[src/hls_pkg.sv]
// Package: constants, register map and types of the lead/lag supervisor
package hls_pkg;

  // ---------------------------------------------------------------------
  // Timing
  // ---------------------------------------------------------------------
  localparam int unsigned CLK_HZ        = 125000000;
  localparam int unsigned TICK_SEC      = 1;
  localparam int unsigned TICK_CYCLES   = CLK_HZ * TICK_SEC;
  localparam int unsigned SEC_PER_MIN   = 60;
  localparam int unsigned SEC_PER_HOUR  = 3600;

  // ---------------------------------------------------------------------
  // Register word indices (byte address = index * 4)
  // ---------------------------------------------------------------------
  localparam logic [3:0] REG_ECON_CFG   = 4'h0;
  localparam logic [3:0] REG_ECON_CFG2  = 4'h1;
  localparam logic [3:0] REG_ALARM_CFG  = 4'h2;
  localparam logic [3:0] REG_ALARM_CFG2 = 4'h3;
  localparam logic [3:0] REG_SYS_CFG    = 4'h4;
  localparam logic [3:0] REG_BYPASS     = 4'h5;
  localparam logic [3:0] REG_REMOTE     = 4'h6;
  localparam logic [3:0] REG_STATUS     = 4'h7;
  localparam logic [3:0] REG_CTRL_TEMP  = 4'h8;

  // ---------------------------------------------------------------------
  // Reset values
  // ---------------------------------------------------------------------
  localparam logic [7:0] DEF_UPPER      = 8'h41; // 65
  localparam logic [7:0] DEF_LOWER      = 8'h41; // 65
  localparam logic [7:0] DEF_FLOAT      = 8'h05;
  localparam logic [9:0] DEF_DWELL      = 10'h03c; // 60 s
  localparam logic [7:0] DEF_HUM_CUT    = 8'h00;
  localparam logic [7:0] DEF_HI2        = 8'h5a; // 90
  localparam logic [7:0] DEF_HI1        = 8'h55; // 85
  localparam logic [7:0] DEF_LOW        = 8'h32; // 50
  localparam logic [7:0] DEF_HUM_ALM    = 8'h00;
  localparam logic [8:0] DEF_RESID      = 9'h01e; // 30 s
  localparam logic [8:0] DEF_LEAD_HRS   = 9'h0a8; // 168 h
  localparam logic [8:0] MAX_RESID      = 9'h12c; // 300 s
  localparam logic [9:0] MIN_DWELL      = 10'h03c;
  localparam logic [9:0] MAX_DWELL      = 10'h384;
  localparam logic [7:0] MAX_FLOAT      = 8'h0a;

  // Sensor validity window, signed degrees F
  localparam logic signed [9:0] SENS_MIN = -10'sd25;
  localparam logic signed [9:0] SENS_MAX = 10'sd150;

  // ---------------------------------------------------------------------
  // Enumerations
  // ---------------------------------------------------------------------
  typedef enum logic [1:0] {
    IN_DISABLE, IN_NC, IN_NO
  } hls_input_mode_e;

  typedef enum logic [2:0] {
    BYP_HEAT, BYP_BYPASS_COOL_TWO_STAGES, BYP_BYPASS_COOL_STAGE_ONE, BYP_ECON, BYP_OFF
  } hls_bypass_e;

  typedef enum logic [1:0] {
    SRC_ZONE1, SRC_ZONE2, SRC_AVG, SRC_HIGH
  } hls_source_e;

  typedef enum logic [1:0] {
    FAN_AUTO, FAN_LEAD, FAN_BOTH
  } hls_fan_e;

  typedef enum logic [1:0] {
    ZN_NONE, ZN_ABOVE, ZN_MID, ZN_BELOW
  } hls_zone_e;

endpackage : hls_pkg

[src/hls_supervisor.sv]
// Top: lead/lag supervisor for two HVAC units with Avalon-MM registers
// ---------------------------------------------------------------------
//
// Decided for this implementation: the Avalon-MM register port and the address map.
module hls_supervisor
  import hls_pkg::*;
#(
  parameter int unsigned TICK_DIV = TICK_CYCLES
) (
  // Clock and reset
  input  wire logic              clk,
  input  wire logic              reset_n,
  // Avalon-MM slave
  input  wire logic [5:0]        avs_address,
  input  wire logic              avs_read,
  input  wire logic              avs_write,
  input  wire logic [31:0]       avs_writedata,
  input  wire logic [3:0]        avs_byteenable,
  output logic      [31:0]       avs_readdata,
  output logic                   avs_waitrequest,
  // Sensors (signed degrees F, humidity percent)
  input  wire logic signed [9:0] zone1_temp,
  input  wire logic signed [9:0] zone2_temp,
  input  wire logic signed [9:0] outdoor_air_temp,
  input  wire logic [7:0]        humidity,
  // Contact inputs, raw pin level, one per unit where paired
  input  wire logic [1:0]        lockout_pin,
  input  wire logic [1:0]        ctrl_volt_ok,
  input  wire logic              smoke_pin,
  input  wire logic              hydrogen_pin,
  input  wire logic              genrun_pin,
  input  wire logic              lead_button,
  // Staging calls and economizer feedback from the staging logic, plus the comm fault flag
  input  wire logic              call_heat,
  input  wire logic              call_bypass_cool_stage_one,
  input  wire logic              call_bypass_cool_two_stages,
  input  wire logic              call_econ,
  input  wire logic              econ_success,
  input  wire logic              econ_failure,
  input  wire logic              econ_lag_need,
  input  wire logic              comm_fault,
  // Unit relay outputs, bit 0 unit A, bit 1 unit B
  output logic [1:0]             fan_out,
  output logic [1:0]             heat_out,
  output logic [1:0]             bypass_cool_stage_one_out,
  output logic [1:0]             bypass_cool_two_stages_out,
  output logic [1:0]             econ_out,
  // Alarm and status outputs
  output logic                   alarm_hi2,
  output logic                   alarm_hi1,
  output logic                   alarm_low,
  output logic                   sensor_error,
  output logic                   lead_unit,
  output logic                   restart_req
);

  // ---------------------------------------------------------------------
  // State
  // ---------------------------------------------------------------------
  typedef struct packed {
    logic [26:0]     tick_cnt;
    logic            tick;
    logic [7:0]      upper;
    logic [7:0]      lower;
    logic [7:0]      upper_base;
    logic [7:0]      float_lim;
    logic [9:0]      dwell;
    logic [7:0]      hum_cut;
    logic [7:0]      hi2_sp;
    logic [7:0]      hi1_sp;
    logic [7:0]      low_sp;
    logic [7:0]      hum_alm_sp;
    hls_input_mode_e lock_mode;
    hls_input_mode_e smoke_mode;
    hls_input_mode_e h2_mode;
    hls_input_mode_e gen_mode;
    hls_source_e     src;
    hls_fan_e        fan_mode;
    logic            standby;
    logic [8:0]      resid;
    logic [8:0]      lead_hrs;
    hls_bypass_e     byp_mode;
    logic [15:0]     byp_sec;
    logic            remote_valid;
    logic signed [9:0] remote_temp;
    logic            remote_switch;
    logic            restart;
    hls_zone_e       zone;
    hls_zone_e       cand;
    logic [9:0]      dwell_cnt;
    logic [8:0]      resid_cnt;
    logic [21:0]     lead_sec;
    logic            lead;
    logic            econ_ok;
    logic            hum_alarm;
    logic signed [9:0] ctrl_temp;
    logic            sens_err;
    logic [1:0]      fan;
    logic [1:0]      heat;
    logic [1:0]      c1;
    logic [1:0]      c2;
    logic [1:0]      econ;
    logic            a_hi2;
    logic            a_hi1;
    logic            a_low;
    logic [31:0]     rdata;
    logic            ack;
  } hls_state_s;

  hls_state_s q, d;

  // Pin synchronisers, two stages each
  logic [7:0] sync1_q, sync2_q;
  always_ff @(posedge clk or negedge reset_n) begin
    if (!reset_n) begin
      sync1_q <= 8'h00;
      sync2_q <= 8'h00;
    end else begin
      sync1_q <= {lead_button, genrun_pin, hydrogen_pin, smoke_pin,
                  ctrl_volt_ok, lockout_pin};
      sync2_q <= sync1_q;
    end
  end

  // ---------------------------------------------------------------------
  // Helpers
  // ---------------------------------------------------------------------
  function automatic logic contact(hls_input_mode_e m, logic pin);
    case (m)
      IN_NC:   contact = !pin; // Alarm when the loop opens
      IN_NO:   contact = pin;
      default: contact = 1'b0; // Disabled never alarms
    endcase
  endfunction : contact

  function automatic logic valid_t(logic signed [9:0] t);
    valid_t = (t >= SENS_MIN) && (t <= SENS_MAX);
  endfunction : valid_t

  logic [1:0] lock_alm;
  logic       smoke_alm, h2_alm, gen_alm, btn_rise;
  logic       btn_q;
  always_ff @(posedge clk or negedge reset_n) begin
    if (!reset_n) btn_q <= 1'b0;
    else btn_q <= sync2_q[7];
  end
  assign lock_alm[0] = contact(q.lock_mode, sync2_q[0]);
  assign lock_alm[1] = contact(q.lock_mode, sync2_q[1]);
  assign smoke_alm   = contact(q.smoke_mode, sync2_q[4]);
  assign h2_alm      = contact(q.h2_mode, sync2_q[5]);
  assign gen_alm     = contact(q.gen_mode, sync2_q[6]);
  assign btn_rise    = sync2_q[7] && !btn_q;

  // ---------------------------------------------------------------------
  // Next-state logic
  // ---------------------------------------------------------------------
  always_comb begin
    logic        wr, rd, lead_fail, lag_fail, sw_req, calls, auto_on;
    logic        v1, v2, any_call;
    logic signed [10:0] sum;
    logic signed [9:0]  tsens;
    logic [1:0]  ld, lg;
    hls_zone_e   now_zone;
    wr = 1'b0; rd = 1'b0; lead_fail = 1'b0; lag_fail = 1'b0;
    sw_req = 1'b0; calls = 1'b0; auto_on = 1'b0; v1 = 1'b0; v2 = 1'b0;
    any_call = 1'b0; sum = '0; tsens = '0; ld = '0; lg = '0;
    now_zone = ZN_NONE;
    d = q;

    // One-second tick
    d.tick = 1'b0;
    if (q.tick_cnt == 27'(TICK_DIV - 1)) begin
      d.tick_cnt = '0;
      d.tick = 1'b1;
    end else begin
      d.tick_cnt = q.tick_cnt + 27'h1;
    end

    // Bus: one wait cycle; a write lands as waitrequest is seen low
    wr = avs_write && q.ack;
    rd = avs_read && !q.ack;
    d.ack = (avs_read || avs_write) && !q.ack;
    d.remote_switch = 1'b0;
    d.restart = 1'b0;
    if (wr) begin
      if (avs_address[5:2] == REG_ECON_CFG) begin
        d.upper = avs_writedata[7:0];
        d.upper_base = avs_writedata[7:0];
        d.lower = avs_writedata[15:8];
        d.float_lim = (avs_writedata[23:16] > MAX_FLOAT) ? MAX_FLOAT
                      : avs_writedata[23:16];
        d.hum_cut = avs_writedata[31:24];
      end else if (avs_address[5:2] == REG_ECON_CFG2) begin
        d.dwell = (avs_writedata[9:0] < MIN_DWELL) ? MIN_DWELL
                : (avs_writedata[9:0] > MAX_DWELL) ? MAX_DWELL
                : avs_writedata[9:0];
      end else if (avs_address[5:2] == REG_ALARM_CFG) begin
        d.hi2_sp = avs_writedata[7:0];
        d.hi1_sp = avs_writedata[15:8];
        d.low_sp = avs_writedata[23:16];
        d.hum_alm_sp = avs_writedata[31:24];
      end else if (avs_address[5:2] == REG_ALARM_CFG2) begin
        d.lock_mode  = hls_input_mode_e'(avs_writedata[1:0]);
        d.smoke_mode = hls_input_mode_e'(avs_writedata[3:2]);
        d.h2_mode    = hls_input_mode_e'(avs_writedata[5:4]);
        d.gen_mode   = hls_input_mode_e'(avs_writedata[7:6]);
      end else if (avs_address[5:2] == REG_SYS_CFG) begin
        d.src = hls_source_e'(avs_writedata[1:0]);
        d.fan_mode = hls_fan_e'(avs_writedata[3:2]);
        d.standby = avs_writedata[4];
        d.resid = (avs_writedata[16:8] > MAX_RESID) ? MAX_RESID
                  : avs_writedata[16:8];
        d.lead_hrs = avs_writedata[25:17];
        d.restart = avs_writedata[31]; // Store and reboot
      end else if (avs_address[5:2] == REG_BYPASS) begin
        d.byp_mode = hls_bypass_e'(avs_writedata[2:0]);
        d.byp_sec = 16'(avs_writedata[15:8] * SEC_PER_MIN);
      end else if (avs_address[5:2] == REG_REMOTE) begin
        d.remote_temp = avs_writedata[9:0];
        d.remote_valid = 1'b1;
        d.remote_switch = avs_writedata[16];
      end
    end
    d.rdata = 32'h0;
    if (rd) begin
      if (avs_address[5:2] == REG_ECON_CFG) begin
        d.rdata = {q.hum_cut, q.float_lim, q.lower, q.upper};
      end else if (avs_address[5:2] == REG_ECON_CFG2) begin
        d.rdata = {22'h0, q.dwell};
      end else if (avs_address[5:2] == REG_ALARM_CFG) begin
        d.rdata = {q.hum_alm_sp, q.low_sp, q.hi1_sp, q.hi2_sp};
      end else if (avs_address[5:2] == REG_ALARM_CFG2) begin
        d.rdata = {24'h0, q.gen_mode, q.h2_mode, q.smoke_mode, q.lock_mode};
      end else if (avs_address[5:2] == REG_SYS_CFG) begin
        d.rdata = {6'h0, q.lead_hrs, q.resid, 3'h0, q.standby,
                   q.fan_mode, q.src};
      end else if (avs_address[5:2] == REG_BYPASS) begin
        d.rdata = {16'h0, q.byp_sec[15:8], 5'h0, q.byp_mode};
      end else if (avs_address[5:2] == REG_STATUS) begin
        d.rdata = {20'h0, gen_alm, h2_alm, smoke_alm, q.hum_alarm,
                   q.sens_err, q.a_low, q.a_hi1, q.a_hi2,
                   q.econ_ok, 2'(q.zone), q.lead};
      end else if (avs_address[5:2] == REG_CTRL_TEMP) begin
        d.rdata = {22'h0, q.ctrl_temp};
      end
    end
    if (comm_fault) d.remote_valid = 1'b0; // Revert on fault

    // Controlling temperature
    v1 = valid_t(zone1_temp);
    v2 = valid_t(zone2_temp);
    sum = 11'(zone1_temp) + 11'(zone2_temp);
    d.sens_err = 1'b0;
    case (q.src)
      SRC_ZONE1: begin
        tsens = zone1_temp;
        d.sens_err = !v1;
      end
      SRC_ZONE2: begin
        tsens = zone2_temp;
        d.sens_err = !v2;
      end
      default: begin
        if (v1 && v2) begin
          tsens = (q.src == SRC_AVG) ? sum[10:1]
                : (zone1_temp > zone2_temp) ? zone1_temp : zone2_temp;
        end else if (v1) begin
          tsens = zone1_temp;
        end else begin
          tsens = zone2_temp;
        end
        d.sens_err = !v1 && !v2;
      end
    endcase
    d.ctrl_temp = q.remote_valid ? q.remote_temp : tsens;
    if (q.remote_valid) d.sens_err = 1'b0;

    // Alarms
    d.a_hi2 = q.ctrl_temp > $signed({2'b00, q.hi2_sp});
    d.a_hi1 = q.ctrl_temp > $signed({2'b00, q.hi1_sp});
    d.a_low = q.ctrl_temp < $signed({2'b00, q.low_sp});
    d.hum_alarm = (q.hum_alm_sp != 8'h00) && (humidity > q.hum_alm_sp);

    // Outdoor band with dwell filter
    now_zone = (outdoor_air_temp > $signed({2'b00, q.upper})) ? ZN_ABOVE
             : (outdoor_air_temp < $signed({2'b00, q.lower})) ? ZN_BELOW
             : ZN_MID;
    if (now_zone != q.cand) begin
      d.cand = now_zone;
      d.dwell_cnt = '0;
    end else if (q.tick && q.zone != q.cand) begin
      if (q.dwell_cnt + 10'h1 >= q.dwell) begin
        d.zone = q.cand;
      end else begin
        d.dwell_cnt = q.dwell_cnt + 10'h1;
      end
    end
    d.econ_ok = (q.zone == ZN_MID || q.zone == ZN_BELOW) && !gen_alm
              && !smoke_alm
              && !(q.hum_cut != 8'h00 && humidity > q.hum_cut);

    // Threshold float within limit, both move together
    if (q.tick && econ_success &&
        q.upper < q.upper_base + q.float_lim) begin
      d.upper = q.upper + 8'h1;
      d.lower = q.lower + 8'h1;
    end else if (q.tick && econ_failure &&
                 q.upper + q.float_lim > q.upper_base) begin
      d.upper = q.upper - 8'h1;
      d.lower = q.lower - 8'h1;
    end

    // Lead switching
    lead_fail = lock_alm[q.lead] || !sync2_q[2 + q.lead];
    lag_fail = lock_alm[!q.lead] || !sync2_q[2 + !q.lead];
    if (q.tick) d.lead_sec = q.lead_sec + 22'h1;
    sw_req = btn_rise || q.remote_switch || lead_fail ||
             (d.a_hi2 && !q.a_hi2) || (q.lead_hrs != 9'h0 &&
              q.lead_sec >= 22'(q.lead_hrs * SEC_PER_HOUR));
    if (sw_req && !lag_fail) begin
      d.lead = !q.lead;
      d.lead_sec = '0;
    end

    // Normal outputs with lead/lag or standby
    ld = q.lead ? 2'b10 : 2'b01;
    lg = q.standby ? 2'b00 : ~ld;
    calls = call_heat || call_bypass_cool_stage_one || call_bypass_cool_two_stages ||
            (call_econ && q.econ_ok);
    any_call = calls && !q.sens_err && !smoke_alm;
    d.heat = (call_heat && any_call) ? (ld | lg) : 2'b00;
    d.c1 = (call_bypass_cool_stage_one && any_call) ? (ld | lg) : 2'b00;
    d.c2 = (call_bypass_cool_two_stages && any_call) ? (ld | lg) : 2'b00;
    d.econ = 2'b00;
    if (call_econ && q.econ_ok && any_call) begin
      d.econ = ld;
      if (q.zone == ZN_MID || econ_lag_need) d.econ = ld | lg;
    end

    // Fan modes and residual delay
    if (any_call) begin
      d.resid_cnt = q.resid;
    end else if (q.tick && q.resid_cnt != 9'h0) begin
      d.resid_cnt = q.resid_cnt - 9'h1;
    end
    auto_on = any_call || q.resid_cnt != 9'h0;
    case (q.fan_mode)
      FAN_LEAD: d.fan = ld | (auto_on ? lg : 2'b00);
      FAN_BOTH: d.fan = 2'b11;
      default:  d.fan = auto_on ? (ld | lg) : 2'b00;
    endcase
    if (q.sens_err) d.fan = 2'b11;
    if (smoke_alm) d.fan = 2'b00;

    // Bypass override
    if (q.byp_sec != 16'h0) begin
      if (q.tick) d.byp_sec = q.byp_sec - 16'h1;
      d.fan = (q.byp_mode == BYP_OFF) ? 2'b00 : 2'b11;
      d.heat = (q.byp_mode == BYP_HEAT) ? 2'b11 : 2'b00;
      d.c1 = (q.byp_mode == BYP_BYPASS_COOL_STAGE_ONE || q.byp_mode == BYP_BYPASS_COOL_TWO_STAGES)
             ? 2'b11 : 2'b00;
      d.c2 = (q.byp_mode == BYP_BYPASS_COOL_TWO_STAGES) ? 2'b11 : 2'b00;
      d.econ = (q.byp_mode == BYP_ECON) ? 2'b11 : 2'b00;
    end
  end

  // Register the state
  always_ff @(posedge clk or negedge reset_n) begin
    if (!reset_n) begin
      q <= '0;
      q.upper <= DEF_UPPER;
      q.upper_base <= DEF_UPPER;
      q.lower <= DEF_LOWER;
      q.float_lim <= DEF_FLOAT;
      q.dwell <= DEF_DWELL;
      q.hum_cut <= DEF_HUM_CUT;
      q.hi2_sp <= DEF_HI2;
      q.hi1_sp <= DEF_HI1;
      q.low_sp <= DEF_LOW;
      q.hum_alm_sp <= DEF_HUM_ALM;
      q.resid <= DEF_RESID;
      q.lead_hrs <= DEF_LEAD_HRS;
      q.byp_mode <= BYP_OFF;
      q.lock_mode <= IN_NC;
    end else begin
      q <= d;
    end
  end

  // Outputs
  assign avs_readdata    = q.rdata;
  assign avs_waitrequest = !q.ack;
  assign fan_out   = q.fan;
  assign heat_out  = q.heat;
  assign bypass_cool_stage_one_out = q.c1;
  assign bypass_cool_two_stages_out = q.c2;
  assign econ_out  = q.econ;
  assign alarm_hi2 = q.a_hi2;
  assign alarm_hi1 = q.a_hi1;
  assign alarm_low = q.a_low;
  assign sensor_error = q.sens_err;
  assign lead_unit = q.lead;
  assign restart_req = q.restart;

  // ---------------------------------------------------------------------
  // Checks
  // ---------------------------------------------------------------------
  chk_sens_fans: assert property (@(posedge clk)
    disable iff (!reset_n) q.sens_err && q.byp_sec == 16'h0 && !smoke_alm
    |=> fan_out == 2'b11 && heat_out == 2'b00)
    else $error("sensor error outputs");
  chk_bypass_off: assert property (@(posedge clk)
    disable iff (!reset_n) q.byp_sec != 16'h0 && q.byp_mode == BYP_OFF
    |=> fan_out == 2'b00) else $error("bypass off fan");
  chk_lead_block: assert property (@(posedge clk)
    disable iff (!reset_n) lock_alm[!q.lead] || !sync2_q[2 + !q.lead]
    |=> $stable(q.lead)) else $error("lead switched to failed unit");
  chk_standby_only: assert property (@(posedge clk)
    disable iff (!reset_n) q.standby && q.byp_sec == 16'h0 |=>
    ((heat_out | bypass_cool_stage_one_out) & ~($past(q.lead) ? 2'b10 : 2'b01)) == 2'b00)
    else $error("standby ran");
  chk_hum_alarm: assert property (@(posedge clk)
    disable iff (!reset_n) q.hum_alm_sp == 8'h00 |=> !q.hum_alarm)
    else $error("humidity alarm while disabled");
  chk_econ_high: assert property (@(posedge clk)
    disable iff (!reset_n) q.zone == ZN_ABOVE && $past(q.zone) == ZN_ABOVE
    && q.byp_sec == 16'h0 |=> econ_out == 2'b00)
    else $error("econ above upper");
  chk_tick_gap: assert property (@(posedge clk)
    disable iff (!reset_n) q.tick |=> !q.tick) else $error("tick too long");
  chk_float_lim: assert property (@(posedge clk)
    disable iff (!reset_n) q.upper <= q.upper_base + q.float_lim)
    else $error("float beyond limit");

endmodule : hls_supervisor

[config.mk]
export PLATFORM = sky130hd
export DESIGN_NAME = hls_supervisor
export DESIGN_NICKNAME = d
export VERILOG_FILES = /design/src/hls_pkg.sv /design/src/hls_supervisor.sv
export SDC_FILE = /design/constraint.sdc
export NUM_CORES = 1
export LEC_CHECK = 0
export ABC_AREA = 1
export ABC_CLOCK_PERIOD_IN_PS = 6810
export BUFFER_PORTS_ARGS = -buffer_cell sky130_fd_sc_hd__buf_4
export CAP_MARGIN = 20
export CELL_PAD_IN_SITES_DETAIL_PLACEMENT = 0
export CELL_PAD_IN_SITES_GLOBAL_PLACEMENT = 1
export CORE_AREA = 2 2 276 169
export DETAILED_ROUTE_END_ITERATION = 16
export DIE_AREA = 0 0 278 171
export PLACE_DENSITY_LB_ADDON = 0.1
export SYNTH_ARGS = -nofsm -noshare
export SYNTH_HDL_FRONTEND = slang
export SYNTH_SLANG_ARGS = --single-unit
export TNS_END_PERCENT = 5
[constraint.sdc]
create_clock -name clk -period 6.81 [get_ports clk]
set_input_delay 1.0215 -clock clk [delete_from_list [all_inputs] [get_ports clk]]
set_output_delay 1.0215 -clock clk [all_outputs]
set_load 0.01 [all_outputs]
After elaboration in Yosys (flattened, before gate mapping):

Index checks and enable logic that the tools add are counted.

* $lt $le $gt $ge: 24
* reduce and logical (&&, ||, !) cells: 87
* bitwise logic cells: 10
* multiplexer cells: 85
* equal/unequal tests: 36
* $add $sub $neg: 14
* multipliers: 2

Operator list (count)
* $mux W32: 6
* $mux W95: 2
* $mux W145: 1
* $mux W10: 14
* $mux W16: 5
* $mux W63: 1
* $mux W55: 1
* $mux W26: 2
* $mux W23: 2
* $mux W12: 3
* $mux W2: 17
* $mux W31: 1
* $gt A10 B9 Y1: 3
* $logic_and A1 B1 Y1: 29
* $add A27 B1 Y27 const B: 1
* $eq A27 B27 Y1 const B: 1
* $mux W27: 1
* $mux W9: 3
* $gt A8 B8 Y1: 3
* $mux W8: 3
* $add A22 B1 Y22 const B: 1
* $ge A22 B21 Y1: 1
* $mux W22: 1
* $ge A10 B6 Y1 const B: 2
* other kinds (58): 154

* output and inout bits: 49
* word-level logic and storage cells: 308
* bits in registers: 295

Longest topological paths before layout:

Gate-level depths: netlist of run 1.

* word-level depth: 12
* depth in mapped cells: 28

Worst setup path after synthesis of run 1:

OpenSTA, ideal clock, no wires.

* kind: register -> register
* start: register q[140] (netlist name)
* end: register q[69] (netlist name)
* arrival: 4641 ps
* cell stages (with the launch flop): 29
* required time: 6738 ps
* setup slack: 2098 ps
* library setup time: 72 ps
* buffers on the path: 1
* period minus slack after synthesis: 4712 ps
* cells stage by stage: dfstp_2 inv_1 fa_1 inv_1 ha_1 fa_1 ha_1 inv_1 fa_1 nor2_1 o21ai_0 nand2_1 nand2_1 nand2_1 a21oi_1 o21ai_0 a21oi_1 xor2_1 ha_1 a21oi_1 nor2_1 nor3_1 nand3_1 o21ai_0 nand2_1 nand2_1 inv_2 buf_4 nor2_1

* longest elaborated chain between the ends: 6
* elaborated cells on any way between the ends: 8
* those cells by class: mul (1); order compare (1); mux (1); reduce/logical (5)

RTL lines
* start, declared: RTL line hls_supervisor.sv:110 `hls_state_s q, d;`
* $mul A9 B8 Y17: RTL line hls_supervisor.sv:319 `q.lead_sec >= 22'(q.lead_hrs * SEC_PER_HOUR));`
* $ge A22 B21 Y1: RTL line hls_supervisor.sv:319
* $logic_and A1 B1 Y1 *: RTL line hls_supervisor.sv:318 `(d.a_hi2 && !q.a_hi2) || (q.lead_hrs != 9'h0 &&`
* $logic_or A1 B1 Y1 *: RTL line hls_supervisor.sv:318
* $logic_and A1 B1 Y1 *: RTL line hls_supervisor.sv:320 `if (sw_req && !lag_fail) begin`
* $mux W23 or $reduce_bool A2 Y1 (tied branches)

Every way passes the cells marked *; elsewhere a longest branch is shown, timed or not.
A chain may end at the register's enable or synchronous reset.

Final worst setup path of run 1:

* start: register q[140] (netlist name)
* end: register q[81] (netlist name)

The elaborated chain is that of the path after synthesis.

==> results of run 1 <==
-- through the flow --
step	setup WS [ns]	cell area (um^2)	hold WS, ns
after global placement	1.401	21800	0.3350
after detailed placement	1.331	21800	0.3378
after global routing	0.8552	22860	0.3567
after floorplan	2.098	20460	0.3312
after CTS	1.312	22830	0.3569
final	1.369	22860	0.3527
-- area by class of cell --
cell class	instances	area (um^2)
fillers	4378	22560
multi-input cells	1791	11060
flip-flops and latches	295	7422
inverters	381	1430
repair buffers	150	1159
clock buffers	41	863.3
well taps	598	748.2
clock inverters	16	173.9
diodes	1	2.502
-- final timing paths --
| kind | endpoint | slack (ns) | cells after the start |
|---|---|---|---|
| min in group asynchronous | q[82] | 0.39 | 1 |
| max in group asynchronous | q[231] | 4.98 | 2 |
| min | sync2_q[1] | 0.35 | 0 |
| min reg2reg | sync2_q[1] | 0.35 | 0 |
| max reg2reg | q[81] | 1.37 | 27 |
| max | q[81] | 1.37 | 27 |
-- power groups by stage --
stage / logic, mW / clock network [mW] / registers (mW)
6_report: 3.06 / 1.78 / 2.39
3_5_place_dp: 3.06 / 0 / 2.41
5_1_grt: 3.57 / 1.89 / 2.43
2_1_floorplan: 2.32 / 0 / 2.28
3_3_place_gp: 2.97 / 0 / 2.40
4_1_cts: 3.07 / 1.82 / 2.38
-- sequential cells by signal, summed over array words and instances, names as in the netlist --
signal	count
alarm_hi1	1
alarm_hi2	1
alarm_low	1
avs_readdata	32
btn_q	1
bypass_cool_stage_one_out	2
bypass_cool_two_stages_out	2
econ_out	2
fan_out	2
heat_out	2
lead_unit	1
q	230
restart_req	1
sensor_error	1
sync1_q	8
sync2_q	8
-- kinds of logic after synthesis --
logic type	count (synthesis)
flip-flops	295
AND/OR/NAND/NOR	930
adder cells (fa/ha/maj)	233
AO/OA/AOI/OAI	527
buffers and inverters	477
XOR/XNOR	101
-- per-layer routing --
layer | vias up | part of all wire | track usage
met5 | - | 0.00043 | 0
met4 | 4 | 0.023 | 0.06040
met3 | 83 | 0.081 | 0.06131
met2 | 567 | 0.39 | 0.3618
met1 | 8406 | 0.51 | 0.4110
li1 | 8623 | - | -
-- synthesized netlist by cell type, types with 20 or more instances --
library cell,count
nand2_1,470
xnor2_1,28
inv_1,365
o22ai_1,25
o211ai_1,20
dfrtp_1,263
nand3_1,142
ha_1,207
fa_1,26
nor2_1,196
a21oi_1,160
dfstp_2,32
xor2_1,72
nand4_1,28
nor3_1,30
buf_4,47
o21ai_0,210
clkbuf_1,32
==> impl_results.md, run 1 <==
- Switching share of power: 0.4063
- CP Launch Type: flip-flop
- Initial core utilization: 0.4506
- Top cell by count, worst path: nand2_1
- Port bufs: 142
- Seq/Total Area, Yosys: 0.3627
- Routability cong.: 0.9393
- Count of different cell masters after synthesis: 64
- First-pass GRT wire length: 97170 um
- Worst vdd ir: 0.2788 mV
- Final Core Density: 0.5033
- PD cells: 316.4 nW/um^2
- Total GRT Usage: 0.2636
- WP data required: 7.32 ns
- Clk buf depth: 3
- Number of enable flip-flop cells after synthesis: 0
- CP startpoint: q[140]
- DPL Wire Length: 48910 um
- I/O pin count: 149
- Hold Crit Class: reg2reg
- Delay-heaviest family, CP: adder cells
- CP peak stage delay: 0.57 ns
- Std-Cell Core Area: 45410 um^2
- Yosys warning count: 0
- Synth Area in Compound Gates: 0.1469
- Clk pwr share: 0.246
- TritonCTS clock tree: built
- Die area: 47540 um^2
- CP max stage cell: dfstp_2
- Area growth syn-to-layout: 11.70%
- Total grt overflow: 0
- Initial antenna violation count: 4
- Final setup fails: 0
- Drt total wl: 62440 um
- Final period util: 0.7990
- ANT nets after route: 0
- Max Freq: 183.8 MHz
- Placed insts: 3214
- Net Sw Power: 2.938 mW
- First-pass iteration count of the detailed router: 6
- Maxcap violations: 0
- Gate power share: 0.424
- Layout cells sized above 1: 0.1096
- Worst path buffer plus inverter count: 4
- Final Max Slew Viols: 0
- Cts hold-fix bufs: 0
- CTS Root Cell: clkbuf_16
- CTS buffer count: 31
- Mean Syn Cell Area: 7.984 um^2
- 1st-iter DRT viols: 1600
- Min-delay src: sync1_q[1]
- Routed vias: 17683
- Internal: 4.293 mW
- Clock Latency Late Sink: 0.59 ns
- Commonest non-fill, non-tap cells in the layout: 469 x nand2_1, 365 x inv_1, 263 x dfrtp_1
- Die height: 171 um
- Worst slew margin: 0.3704
- Total negative slack: 0 ns
- Vias per cell: 5.403
- Critical Path AT: 5.95 ns
- Vias in the first global route: 16789
- Row cnt: 61
- Leakage: 11.47 nW
- Final hold vios: 0
- Final critical-path required period: 5.441 ns
- Reg2reg start: q[140]
- Yosys reg bits: 295
- Total Power: 7.231 mW
- Post_cts resized: 0
- Simple-gate share of the synthesized area: 0.1977
- Largest net degree at the start of global routing: 152
- Tightest Pin Transition: 0.9444 ns
- Synthesized area: 20460 um^2
- Status: completed
- Commonest non-fill, non-tap cell in the layout: nand2_1
- Post-synth top flop: dfrtp_1
- Skew final: 0.01268 ns
- Largest family of logic cells by synthesized area: simple AND/OR/NAND/NOR gates
- Post-CTS setup buffer count: 0
- Clock-pin transition on the worst setup and hold timing paths: 0.07 ns
- Sequential Power Share: 0.331
- Cell Count, Final, Fillers Out: 3273
- Post-synth ARST share: 1.000
- Worst Path Class, Setup: reg2reg
- RSZ-0062 raised after global routing: false
- H-tree Lvls: 1
- Syn Inst Count: 2563
- Crit Path Max Fanout: 22
- Area share of xor/xnor cells in the synthesized design: 0.04360
- Post-synthesis mux area share: 0
- Synth Area in Adders: 0.1520
- Layout Nets: 2983
- Ranking of synthesized cells by area: dfrtp_1 32%, ha_1 13%, nand2_1 8.6%
- DIE WIDTH: 278 um
- Synthesized netlist net count: 2896
- Routed wire length per instance: 19.08 um
- Num Clock Sinks: 295
- Top cell type's share of synthesized area: 0.3216
- Drt drc: 0
- CP Capture Type: flip-flop
- Area leader, netlist: dfrtp_1
No activity file was read; power rests on OpenSTA's default activity.
==> run 2, diff against run 1 <==
--- a/config.mk
+++ b/config.mk
@@ -5,15 +5,15 @@
 export SDC_FILE = /design/constraint.sdc
 export NUM_CORES = 1
 export LEC_CHECK = 0
-export ABC_AREA = 1
-export ABC_CLOCK_PERIOD_IN_PS = 6810
+export ABC_AREA = 0
+export ABC_CLOCK_PERIOD_IN_PS = 5500
 export BUFFER_PORTS_ARGS = -buffer_cell sky130_fd_sc_hd__buf_4
 export CAP_MARGIN = 20
 export CELL_PAD_IN_SITES_DETAIL_PLACEMENT = 0
 export CELL_PAD_IN_SITES_GLOBAL_PLACEMENT = 1
-export CORE_AREA = 2 2 276 169
+export CORE_AREA = 2 2 269 165
 export DETAILED_ROUTE_END_ITERATION = 16
-export DIE_AREA = 0 0 278 171
+export DIE_AREA = 0 0 271 167
 export PLACE_DENSITY_LB_ADDON = 0.1
 export SYNTH_ARGS = -nofsm -noshare
 export SYNTH_HDL_FRONTEND = slang
==> constraint.sdc (replaced) <==
create_clock -name clk -period 5.5 [get_ports clk]
set_input_delay 0.825 -clock clk [delete_from_list [all_inputs] [get_ports clk]]
set_output_delay 0.825 -clock clk [all_outputs]
set_load 0.01 [all_outputs]
==> impl_results.md, run 2 <==
- Clk buf depth: 3 (unchanged)
- Final hold vios: 0 (unchanged)
- Crit Path Max Fanout: 6 (-73%)
- Top reg by flops: q
- WP data required: 5.97 ns (-1.35 ns)
- Die area: 45260 um^2 (-4.8%)
- DIE WIDTH: 271 um (-2.5%)
- Clock Latency Late Sink: 0.59 ns (about the same)
- Yosys reg bits: 295 (unchanged)
- Critical Path AT: 5.71 ns (-0.24 ns)
- Mean Syn Cell Area: 9.007 um^2 (+13%)
- CP Capture Type: flip-flop
- Initial antenna violation count: 3 (-1)
- Met3 WL post-DR: 5480 um (+8.9%)
- Die height: 167 um (-2.3%)
- Final period util: 0.9533 (+0.1543)
- Port bufs: 142 (unchanged)
- Routability cong.: 0.8858 (-5.7%)
- Vias per cell: 5.838 (+8.1%)
- CP Launch Type: flip-flop
- Maxcap violations: 0 (unchanged)
- Initial core utilization: 0.4754 (+0.02481)
- Syn Inst Count: 2256 (-12%)
- Cts hold-fix bufs: 0 (unchanged)
- Final Max Slew Viols: 0 (unchanged)
- RSZ-0062 raised after global routing: false
- Post-Route M1 WL: 30410 um (-4.0%)
- Cells on Worst Hold Path: 1 (+1)
- Cells on worst reg2reg path: 22 (-19%)
- Final setup fails: 0 (unchanged)
- Drt drc: 0 (unchanged)
- Routed wire length per instance: 21.05 um (+10%)
- Row cnt: 59 (-3.3%)
- Area leader, netlist: dfrtp_1
- Hold WS: 0.3421 ns (-0.01066 ns)
- Yosys warning count: 0 (unchanged)
- Vias in the first global route: 16201 (-3.5%)
- Num Clock Sinks: 295 (unchanged)
- Area growth syn-to-layout: 13.15%
- Post-synth top flop: dfrtp_1
- Synthesized netlist net count: 2589 (-11%)
- Fin area: 22990 um^2 (+0.59%)
- Worst slew margin: 0.3293 (-0.04111)
- CTS Root Cell: clkbuf_16
- Commonest non-fill, non-tap cells in the layout: 263 x dfrtp_1, 212 x nand2_1, 205 x ha_1
- Cell Count, Final, Fillers Out: 2941 (-10%)
- DP Area: 21700 um^2 (-0.43%)
- Clock-pin transition on the worst setup and hold timing paths: 0.07 ns (about the same)
- Hold Crit Class: in2reg
- Count of different cell masters after synthesis: 90 (+41%)
- Seq/Total Area, Yosys: 0.3653 (+0.002546)
- Commonest cells post-synth: 263 x dfrtp_1, 212 x nand2_1, 207 x ha_1
- ANT nets after route: 0 (unchanged)
- Post-synth ARST share: 1.000 (unchanged)
- Std-Cell Core Area: 42740 um^2 (-5.9%)
- R2R Path End: q[72]
- Total negative slack: 0 ns (unchanged)
- DR WL met2: 24870 um (+2.5%)
- Final Core Density: 0.5379 (+0.03457)
- Tightest Pin Transition: 1.006 ns (+0.06166 ns)
- Synthesized area: 20320 um^2 (-0.70%)
- R2r setup slk: 0.26 ns (-1.11 ns)
- Worst vdd ir: 0.4130 mV (+48%)
- Total grt overflow: 0 (unchanged)
- Total Power: 9.282 mW (+28%)
- Worst Path Class, Setup: reg2reg
- Skew final: 0.02475 ns (+0.01207 ns)
- Worst hold path endpoint: sync1_q[6]
- Filler cell count: 3891 (-11%)
- Ranking of synthesized cells by area: dfrtp_1 32%, ha_1 13%, o21ai_0 4.5%
- Number of enable flip-flop cells after synthesis: 0 (unchanged)
- Pre-CTS WS: 0.07122 ns (-1.260 ns)
- Commonest non-fill, non-tap cell in the layout: dfrtp_1
- H-tree Lvls: 1 (unchanged)
- Leakage: 10.51 nW (-8.4%)
- Max reg flops: 230 (unchanged)
- Status: completed
- PD cells: 403.7 nW/um^2 (+28%)
- First-pass iteration count of the detailed router: 6 (unchanged)
- Drt total wl: 61900 um (-0.86%)
- First-pass GRT wire length: 95340 um (-1.9%)
- Top cell type's share of synthesized area: 0.3239 (+0.002258)
- Layout cells sized above 1: 0.1398 (+0.03026)
- Min-delay src: genrun_pin
- Highest routed layer: met4
- Placed insts: 2876 (-11%)
- CTS buffer count: 31 (unchanged)
- 1st-iter DRT viols: 1801 (+13%)
- Max Freq: 190.7 MHz (+3.8%)
- Final critical-path required period: 5.243 ns (-0.1983 ns)
- Routed vias: 17170 (-2.9%)
- DPL Wire Length: 46910 um (-4.1%)
- Layout Nets: 2669 (-11%)
- Reg2reg start: q[140]
- Largest net degree at the start of global routing: 123 (-19%)
- Final setup margin: 0.2569 ns (-1.112 ns)
- Total GRT Usage: 0.2692 (+0.005660)
- TritonCTS clock tree: built
- I/O pin count: 149 (unchanged)
- Most common cell in the netlist: dfrtp_1
[run 2: worst max path at each step]
stage,startpoint,endpoint,slack (ns),cells after the start
6_report,q[140],q[72],0.26,22
3_3_place_gp,q[140],q[79],0.19,22
5_1_grt,q[140],q[72],0.04,22
4_1_cts,q[140],q[60],0.05,22
2_1_floorplan,q[140],q[61],0.46,20
3_5_place_dp,q[140],q[81],0.07,22
[run 2: logic make-up after synthesis]
group                      share of synthesized area
adders and majority gates                     0.1531
DFF                                           0.3653
and+or+nand+nor                               0.1703
muxes                                        0.02081
buffers and inverters                        0.06164
xor gates and xnor gates                     0.05086
AOI/OAI and AO/OA                             0.1780
[run 2: layout make-up]
cell class | instances | area (um^2) | area share
multi-input cells | 1680 | 11750 | 0.5109
repair buffers | 171 | 1370 | 0.05959
flip-flops and latches | 295 | 7422 | 0.3228
clock inverters | 24 | 341.6 | 0.01486
inverters | 157 | 589.3 | 0.02563
well taps | 579 | 724.4 | 0.03151
clock buffers | 33 | 793.3 | 0.03450
diodes | 2 | 5.005 | 0.0002177
[run 2: layer usage]
metal  track usage  vias to the layer above
met1        0.4266                     8376
met2        0.3756                      645
met5             0                        -
met3       0.05407                       63
met4       0.04972                        0
li1              -                     8086
[run 2: repair_timing]
action	CTS	global route
buffers inserted	0	1
gates resized for setup	0	11
setup endpoints to repair	0	23
endpoints found under the hold margin	0	0
[run 2: worst max-delay path, cell delays in order (launching register included)]
cell and delay, ns:
dfstp_2 0.53, inv_1 0.05, fa_1 0.47, inv_1 0.06, ha_4 0.22, fa_1 0.53
ha_4 0.21, ha_1 0.29, a21o_1 0.17, a21oi_2 0.17, o22ai_2 0.10, or4_4 0.49
a41o_1 0.21, a21oi_2 0.13, xnor2_1 0.08, ha_1 0.30, nand4_1 0.12, a41oi_2 0.18
o21ai_1 0.08, buf_4 0.17, a21oi_4 0.30, clkbuf_16 0.22, nor2_1 0.05
[run 2: power by group]
part	total (mW)	switching (mW)	internal, mW
Sequential	3.06	0.498	2.57
Combinational	3.86	2.12	1.74
Clock	2.36	0.967	1.39
